===== src/sdl_pkg.sv =====
// Constants, field layouts and carrier types of the synthesizer control block.
`default_nettype none

package sdl_pkg;

    // ==========================================================================
    // Reference divider
    // ==========================================================================
    localparam int REF_FREQ_KHZ = 12800;
    localparam int CMP_5K_HZ = 5000;
    localparam int CMP_6K25_HZ = 6250;
    localparam int REF_CNT_W = 12;
    localparam logic [REF_CNT_W-1:0] REF_DIV_5K = 12'(REF_FREQ_KHZ * 1000 / CMP_5K_HZ);
    localparam logic [REF_CNT_W-1:0] REF_DIV_6K25 = 12'(REF_FREQ_KHZ * 1000 / CMP_6K25_HZ);

    // ==========================================================================
    // Serial load word
    // ==========================================================================
    localparam int SHIFT_W = 20;
    localparam int WSEL_HI = 19;
    localparam int WSEL_LO = 18;
    localparam int RATIO_W = 16;
    localparam logic [1:0] WSEL_REF = 2'h0;
    localparam logic [1:0] WSEL_RATIO = 2'h1;
    localparam logic [1:0] WSEL_LEVEL = 2'h2;

    // Pin indices of the synchronised input group.
    localparam int PIN_SDATA = 0;
    localparam int PIN_SCLK = 1;
    localparam int PIN_STB = 2;
    localparam int PIN_OSC = 3;
    localparam int PIN_N = 4;

    // ==========================================================================
    // Output power codes and drive levels
    // ==========================================================================
    localparam logic [1:0] LVL_LOW = 2'h0;
    localparam logic [1:0] LVL_MID = 2'h1;
    localparam logic [1:0] LVL_HIGH = 2'h2;
    localparam logic [7:0] DRV_OFF = 8'h00;
    localparam logic [7:0] DRV_LOW = 8'h20;
    localparam logic [7:0] DRV_MID = 8'h80;
    localparam logic [7:0] DRV_HIGH = 8'hff;

    // ==========================================================================
    // Register map
    // ==========================================================================
    localparam logic [7:0] REG_CTRL = 8'h00;
    localparam logic [7:0] REG_STATUS = 8'h04;
    localparam logic [7:0] REG_RATIO = 8'h08;
    localparam logic [7:0] REG_IRQ_STAT = 8'h0c;
    localparam logic [7:0] REG_IRQ_MASK = 8'h10;
    localparam int CTRL_TX = 0;
    localparam int ST_UNLOCK = 0;
    localparam int ST_TX = 1;
    localparam int ST_REF_SEL = 2;
    localparam int ST_LVL_LO = 4;
    localparam int ST_PUMP_UP = 8;
    localparam int ST_PUMP_DN = 9;
    localparam int IRQ_W = 3;
    localparam int IRQ_UNLOCK = 0;
    localparam int IRQ_LOAD = 1;
    localparam int IRQ_TX_INHIBIT = 2;

    // ==========================================================================
    // Reset values
    // ==========================================================================
    localparam logic RST_REF_SEL = 1'b0;
    localparam logic [RATIO_W-1:0] RST_RATIO = 16'h0100;
    localparam logic [1:0] RST_LEVEL = LVL_LOW;

    typedef struct packed {
        logic ref_sel;
        logic [RATIO_W-1:0] ratio;
        logic [1:0] level;
    } sdl_cfg_t;

    typedef struct packed {
        logic up;
        logic dn;
    } sdl_pfd_t;

endpackage

`default_nettype wire


===== src/sdl_synth_ctrl.sv =====
// Synthesizer control: serial load, dividers, phase comparator, lock and power inhibit.
//
// Operation
// - Reference divides by 2560 or 2048.
// - Oscillator divided by loaded ratio.
// - Comparator pulses width track phase error.
// - Serial shift, then parallel latch drives dividers.
// - Unlock follows presence of phase difference.
// - Unlock in transmit zeroes power level.
// - Receive holds power level at zero.
// - Power code latched, mapped to level reference.
`timescale 1ns/1ps
`default_nettype none

module sdl_synth_ctrl
    import sdl_pkg::*;
(
    // Clock and reset
    input wire logic ref_clk_i,
    input wire logic rst_i,
    // Register port
    input wire logic [7:0] reg_addr_i,
    input wire logic [31:0] reg_wdata_i,
    input wire logic reg_wr_i,
    input wire logic reg_rd_i,
    output logic [31:0] reg_rdata_o,
    // Serial configuration from the host
    input wire logic ser_data_i,
    input wire logic ser_clk_i,
    input wire logic ser_strobe_i,
    // Oscillator sample
    input wire logic osc_i,
    // Loop, power and interrupt outputs
    output logic pump_up_o,
    output logic pump_dn_o,
    output logic unlock_o,
    output logic [7:0] tx_level_control_loop_o,
    output logic irq_o
);

    // ==========================================================================
    // Helpers
    // ==========================================================================
    function automatic logic [REF_CNT_W-1:0] ref_reload(input logic sel);
        ref_reload = sel ? (REF_DIV_6K25 - 12'd1) : (REF_DIV_5K - 12'd1);
    endfunction

    function automatic logic [7:0] level_drive(input logic [1:0] code);
        unique case (code)
            LVL_HIGH: level_drive = DRV_HIGH;
            LVL_MID: level_drive = DRV_MID;
            default: level_drive = DRV_LOW;
        endcase
    endfunction

    // ==========================================================================
    // Pin synchronisers
    // ==========================================================================
    logic [PIN_N-1:0] meta_r;
    logic [PIN_N-1:0] sync_r;
    logic [PIN_N-1:0] prev_r;

    always_ff @(posedge ref_clk_i)
    begin
        if (rst_i)
        begin
            meta_r <= '0;
            sync_r <= '0;
            prev_r <= '0;
        end
        else
        begin
            meta_r <= {osc_i, ser_strobe_i, ser_clk_i, ser_data_i};
            sync_r <= meta_r;
            prev_r <= sync_r;
        end
    end

    logic sclk_rise;
    logic stb_rise;
    logic osc_rise;
    assign sclk_rise = sync_r[PIN_SCLK] & ~prev_r[PIN_SCLK];
    assign stb_rise = sync_r[PIN_STB] & ~prev_r[PIN_STB];
    assign osc_rise = sync_r[PIN_OSC] & ~prev_r[PIN_OSC];

    // ==========================================================================
    // Serial shift register and parallel latch
    // ==========================================================================
    logic [SHIFT_W-1:0] shift_r;
    logic [1:0] shift_sel;
    logic [RATIO_W-1:0] shift_ratio;
    sdl_cfg_t cfg_r;

    assign shift_sel = shift_r[WSEL_HI:WSEL_LO];
    assign shift_ratio = shift_r[RATIO_W-1:0];

    // Data and clock share the same synchroniser depth, so the sampled bit
    // is the one the host held while raising its shift clock.
    always_ff @(posedge ref_clk_i)
    begin
        if (rst_i)
            shift_r <= '0;
        else if (sclk_rise)
            shift_r <= {shift_r[SHIFT_W-2:0], sync_r[PIN_SDATA]};
    end

    // The whole field moves in one step on the strobe, so a divider never
    // sees a half-shifted value.
    always_ff @(posedge ref_clk_i)
    begin
        if (rst_i)
        begin
            cfg_r.ref_sel <= RST_REF_SEL;
            cfg_r.ratio <= RST_RATIO;
            cfg_r.level <= RST_LEVEL;
        end
        else if (stb_rise)
        begin
            unique case (shift_sel)
                WSEL_REF: cfg_r.ref_sel <= shift_r[0];
                WSEL_RATIO: cfg_r.ratio <= shift_ratio;
                WSEL_LEVEL: cfg_r.level <= shift_r[1:0];
                default: cfg_r <= cfg_r;
            endcase
        end
    end

    // ==========================================================================
    // Reference divider
    // ==========================================================================
    logic [REF_CNT_W-1:0] ref_cnt_r;
    logic ref_tick;
    assign ref_tick = (ref_cnt_r == '0);

    always_ff @(posedge ref_clk_i)
    begin
        if (rst_i)
            ref_cnt_r <= '0;
        else if (ref_tick)
            ref_cnt_r <= ref_reload(cfg_r.ref_sel);
        else
            ref_cnt_r <= ref_cnt_r - 12'd1;
    end

    // ==========================================================================
    // Comparative divider
    // ==========================================================================
    logic [RATIO_W-1:0] div_cnt_r;
    logic div_tick;
    assign div_tick = osc_rise & (div_cnt_r == '0);

    // A ratio of zero is treated as one rather than stalling the loop.
    always_ff @(posedge ref_clk_i)
    begin
        if (rst_i)
            div_cnt_r <= '0;
        else if (div_tick)
            div_cnt_r <= (cfg_r.ratio == '0) ? '0 : cfg_r.ratio - 16'd1;
        else if (osc_rise)
            div_cnt_r <= div_cnt_r - 16'd1;
    end

    // ==========================================================================
    // Phase comparator and lock detector
    // ==========================================================================
    sdl_pfd_t pfd_r;
    sdl_pfd_t pfd_nxt;
    logic unlock_r;
    logic unlock_nxt;

    always_comb
    begin
        pfd_nxt.up = pfd_r.up | ref_tick;
        pfd_nxt.dn = pfd_r.dn | div_tick;
        if (pfd_nxt.up & pfd_nxt.dn)
        begin
            pfd_nxt.up = 1'b0;
            pfd_nxt.dn = 1'b0;
        end
    end

    assign unlock_nxt = pfd_r.up | pfd_r.dn;

    always_ff @(posedge ref_clk_i)
    begin
        if (rst_i)
        begin
            pfd_r <= '0;
            unlock_r <= 1'b0;
        end
        else
        begin
            pfd_r <= pfd_nxt;
            unlock_r <= unlock_nxt;
        end
    end

    assign pump_up_o = pfd_r.up;
    assign pump_dn_o = pfd_r.dn;
    assign unlock_o = unlock_r;

    // ==========================================================================
    // Transmit mode and power level
    // ==========================================================================
    logic tx_mode_r;
    logic [7:0] level_r;
    logic wr_ctrl;
    assign wr_ctrl = reg_wr_i & (reg_addr_i == REG_CTRL);

    always_ff @(posedge ref_clk_i)
    begin
        if (rst_i)
            tx_mode_r <= 1'b0;
        else if (wr_ctrl)
            tx_mode_r <= reg_wdata_i[CTRL_TX];
    end

    // Receive and unlock share one inhibit path, so both force the same zero.
    always_ff @(posedge ref_clk_i)
    begin
        if (rst_i)
            level_r <= DRV_OFF;
        else if (!tx_mode_r || unlock_r)
            level_r <= DRV_OFF;
        else
            level_r <= level_drive(cfg_r.level);
    end

    assign tx_level_control_loop_o = level_r;

    // ==========================================================================
    // Interrupts
    // ==========================================================================
    logic [IRQ_W-1:0] irq_stat_r;
    logic [IRQ_W-1:0] irq_mask_r;
    logic [IRQ_W-1:0] irq_evt;
    logic [IRQ_W-1:0] irq_clr;

    always_comb
    begin
        irq_evt = '0;
        irq_evt[IRQ_UNLOCK] = unlock_nxt & ~unlock_r;
        irq_evt[IRQ_LOAD] = stb_rise;
        irq_evt[IRQ_TX_INHIBIT] = unlock_nxt & ~unlock_r & tx_mode_r;
    end

    assign irq_clr = (reg_wr_i && reg_addr_i == REG_IRQ_STAT) ? reg_wdata_i[IRQ_W-1:0] : '0;

    // An event in the clearing cycle survives: the set term is applied last.
    always_ff @(posedge ref_clk_i)
    begin
        if (rst_i)
            irq_stat_r <= '0;
        else
            irq_stat_r <= (irq_stat_r & ~irq_clr) | irq_evt;
    end

    always_ff @(posedge ref_clk_i)
    begin
        if (rst_i)
            irq_mask_r <= '0;
        else if (reg_wr_i && reg_addr_i == REG_IRQ_MASK)
            irq_mask_r <= reg_wdata_i[IRQ_W-1:0];
    end

    assign irq_o = |(irq_stat_r & irq_mask_r);

    // ==========================================================================
    // Register read port
    // ==========================================================================
    logic [31:0] rd_mux;
    logic [31:0] rdata_r;

    always_comb
    begin
        rd_mux = '0;
        unique case (reg_addr_i)
            REG_CTRL: rd_mux[CTRL_TX] = tx_mode_r;
            REG_STATUS:
            begin
                rd_mux[ST_UNLOCK] = unlock_r;
                rd_mux[ST_TX] = tx_mode_r;
                rd_mux[ST_REF_SEL] = cfg_r.ref_sel;
                rd_mux[ST_LVL_LO+:2] = cfg_r.level;
                rd_mux[ST_PUMP_UP] = pfd_r.up;
                rd_mux[ST_PUMP_DN] = pfd_r.dn;
            end
            REG_RATIO: rd_mux[RATIO_W-1:0] = cfg_r.ratio;
            REG_IRQ_STAT: rd_mux[IRQ_W-1:0] = irq_stat_r;
            REG_IRQ_MASK: rd_mux[IRQ_W-1:0] = irq_mask_r;
            default: rd_mux = '0;
        endcase
    end

    // Read data stand for exactly one cycle and are zero otherwise.
    always_ff @(posedge ref_clk_i)
    begin
        if (rst_i)
            rdata_r <= '0;
        else if (reg_rd_i)
            rdata_r <= rd_mux;
        else
            rdata_r <= '0;
    end

    assign reg_rdata_o = rdata_r;
endmodule

`default_nettype wire


===== config.mk =====
export PLATFORM = sky130hd
export DESIGN_NAME = sdl_synth_ctrl
export DESIGN_NICKNAME = d
export VERILOG_FILES = /design/src/sdl_pkg.sv /design/src/sdl_synth_ctrl.sv
export SDC_FILE = /design/constraint.sdc
export NUM_CORES = 1
export LEC_CHECK = 0
export BUFFER_PORTS_ARGS = -buffer_cell sky130_fd_sc_hd__clkbuf_2
export CAP_MARGIN = 20
export CORE_UTILIZATION = 35
export CTS_CLUSTER_DIAMETER = 80
export DETAILED_ROUTE_END_ITERATION = 10
export PLACE_DENSITY = 0.58
export SKIP_LAST_GASP = 1
export SLEW_MARGIN = 5
export SYNTH_ARGS = -nofsm -noshare
export SYNTH_HDL_FRONTEND = slang
export SYNTH_SLANG_ARGS = --single-unit

===== constraint.sdc =====
create_clock -name ref_clk_i -period 2.9 [get_ports ref_clk_i]
set_input_delay 0.58 -clock ref_clk_i [delete_from_list [all_inputs] [get_ports ref_clk_i]]
set_output_delay 0.58 -clock ref_clk_i [all_outputs]
set_load 0.005 [all_outputs]

==> implementation parameters <==
Parameter                              Value

Place
  DP Wirelength    slightly above 7000 um
  Pre-CTS setup slack    about 470 ps
  Global placement routability congestion    a little over 0.8
  Total placed instance area    0.005137 mm2
  Quantity of I/O buffers inserted on ports    46

Power and ir drop
  Net Sw Power    1.040 mW
  Leakage power summed over all cells    between 2 and 2.5 nW
  Combinational Power Share    about a fifth
  Cell-internal power    2.582 mW
  Net switching fraction of the power    between 20% and 30%
  VDD IR-drop max    0.0003043 V
  Sequential share of power    a little under half
  Areal power density over the cells    665.7 mW/mm2
  Clock network fraction of design power    34.3%

Synthesis
  Cell with the most instances after synthesis    dfxtp_1
  Share of the yosys chip area belonging to registers    between 40% and 50%
  Leading cell types by count after synthesis    107 x dfxtp_1, 91 x nand2_1, 59 x a21oi_1
  Proportion of register bits with asynchronous set or reset after synthesis    0%
  Instance count of the mapped netlist    560
  Number of enable-type register cells in the synthesized netlist    0
  Mapped cell area    between 0.004 and 0.005 mm2
  Synthesis-stage register bit count    107
  Proportion of netlist area held by the largest area contributor    between 40% and 50%
  Synthesized area per cell    roughly 8.6 um2
  Top FF cell, synth    dfxtp_1
  Warnings from Yosys    0
  Dominant cell type by area after synthesis    dfxtp_1
  Ranking of synthesized cells by area    dfxtp_1 44%, nand2_1 7.1%, a21oi_1 6.1%
  Distinct cells, synth    62

Worst setup path
  WP data required    about 3200 ps
  Crit-path leading delay family    simple AND/OR/NAND/NOR gates
  Maximum fanout along the worst path    5
  Worst-case reg-to-reg path depth    6
  Endpoint kind of the worst setup timing path    flip-flop
  Launching element type of the critical path    flip-flop
  Maximum cell stage delay along the critical path    about 520 ps
  Standard cell with the maximum stage delay on the critical path    or3b_2
  WP depth    6
  Classification of the worst setup path    reg -> reg
  Crit path cell chain    inv_1, ha_1, or3b_2, or3_1, or4_1, a31oi_1
  Buf/Inv on CP    1
  CP Data Arrival Time    ~2600 ps

STA
  Maximum operating frequency    0.4342 GHz
  Post-route setup TNS    0 ps
  Actual slew at the worst max-slew pin    ~840 ps
  Total setup violations reported at the end of the flow    0
  Final number of hold-violating endpoints    0
  Number of slew-limit violations in the final report    0
  Max_slew headroom    roughly 44%
  WHS    between 400 and 500 ps
  Clock tree skew after final layout    roughly 8.5 ps
  Shortest period the worst path allows    2303 ps
  Setup repair after global routing missed its margin    false
  Final worst-path cycle share    about four fifths
  Post-layout worst setup margin    between 500 and 600 ps

Die
  I/O pins    between 90 and 100
  Full die area    between 0.01 and 0.015 mm2
  Floorplan core area    0.01335 mm2
  Number of rows in the core area    42
  Die extent in y    roughly 120 um
  Die outline width    roughly 120 um
  Initial core utilization    between 30% and 40%

Finish
  Fin area    between 0.005 and 0.006 mm2
  Final net count    approximately 650
  Number of inserted diodes    0
  Fill cells    1355
  Post-layout utilization of the core    roughly 41%
  Share of layout cells above drive strength 1    about 16%
  Area overhead of the layout relative to synthesis    12.96%

Drt
  Pre-antenna DRT Iters    4
  DRT iter0 DRCs    approximately 370
  Via count    3908
  DR WL/cell    approximately 13 um
  Antenna-violating nets left    0
  Total detailed-routing wirelength    about 10000 um
  Vias per cell    between 5 and 6
  Drt drc    0

Clock network
  CTS H-tree depth    3
  Post-CTS setup buffer count    0
  Clock latency on the worst-skew pair    between 300 and 400 ps
  Reg clk slew, reported paths    about 70 ps
  CTS max path bufs    2
  Number of buffers inserted for hold repair after clock tree synthesis    0
  Clock net sink count    around 110
  CTS root buf    clkbuf_16
  CTS tree    yes
  Total clock buffers created by CTS    9
  Post-cts resize count    0

Run
  Number of max-cap violations    0

GRT
  Antenna violations before repair    0
  Global routing usage summed across all routing layers    roughly 15%
  Global-route wire length before repair    around 17000 um
  Remaining Overflow, GRT    0
  Maximum number of pins on one net before global-route repair    80
  Via count of the first global-routing pass    3535

Worst hold path
  Hold Crit Depth    2
  Worst min-delay path class    in -> reg

Outcome
  Outcome    complete, no violations
==> cells by family (layout without fill, tap and decap cells) <==
group                    after synthesis  after routing  share of synthesized area, %
AO/OA/AOI/OAI                        112            112                         14.36
buffers and inverters                 59             84                         6.598
adder cells (fa/ha/maj)                7              7                         1.818
XOR/XNOR                              23             23                         4.182
multiplexers                           9              9                         2.208
flip-flops                           107            107                         44.47
AND/OR/NAND/NOR                      242            242                         26.29
other                                  1             16                       0.07785
==> worst paths after layout <==
path / start / to / slack (ps)
hold / removal: ser_data_i / meta_r[0] / 440
hold reg to reg: meta_r[2] / sync_r[2] / 440
setup reg to reg: div_cnt_r[0] / div_cnt_r[14] / 600
setup / recovery: div_cnt_r[0] / div_cnt_r[14] / 600
==> cells in the final DEF (no fill, tap or decap), drive strengths merged, types with 11 or more instances in the layout <==
cell	count
buf	12
o21ai	15
conb	16
nand2	91
clkbuf	58
nor3	21
nor2	29
inv	11
xnor2	18
dfxtp	107
nand3	18
nor2b	17
a21oi	59
==> flip-flops by register name, summed over array words and instances, names as in the netlist <==
signal,count
ref_cnt_r,12
pump_up_o,1
div_cnt_r,16
cfg_r,19
meta_r,4
unlock_o,1
reg_rdata_o,16
sync_r,4
irq_mask_r,3
shift_r,20
tx_mode_r,1
prev_r,3
pump_dn_o,1
irq_stat_r,3
tx_level_control_loop_o,3
==> worst register-to-register path, delay by kind of cell (launching register included) <==
family          cells  cell delay, ps
simple gates        3            1340
fa+ha+maj           1             250
buf+inv             1             120
flops               1             340
compound gates      1             170
==> routing by layer <==
layer  track usage (%)  share of wire (%)  up-vias
met5                 0                  0        -
met4             5.547                1.6        0
met3             3.496                3.5       14
met2             24.20                 47       68
met1             19.28                 47     1827
li1                  -                  -     1999
==> metrics by stage <==
| step | std cells | power, mW |
|---|---|---|
| CTS | 776 | 3.658 |
| floorplan | 575 | 2.247 |
| finish | 776 | 3.623 |
| detailed placement | 761 | 2.407 |
| global route | 776 | 3.816 |
| global placement | 761 | 2.386 |
==> final cells by class <==
type | count | area [um2] | area share, %
timing repair buffer | 58 | 320.3 | 5.886
sequential | 107 | 2142 | 39.37
clock inverter | 3 | 47.55 | 0.8738
multi-input combinational | 409 | 2414 | 44.35
clock buffer | 12 | 256.5 | 4.714
inverter | 11 | 41.29 | 0.7588
tap | 176 | 220.2 | 4.047
==> power by group through the flow <==
stage	Clock, mW	Combinational, mW	Sequential, mW
2_1_floorplan	0	0.583	1.66
3_3_place_gp	0	0.707	1.68
3_5_place_dp	0	0.721	1.69
4_1_cts	1.28	0.726	1.65
5_1_grt	1.34	0.807	1.67
6_report	1.24	0.725	1.65
Power figures use the tool's default switching activity.
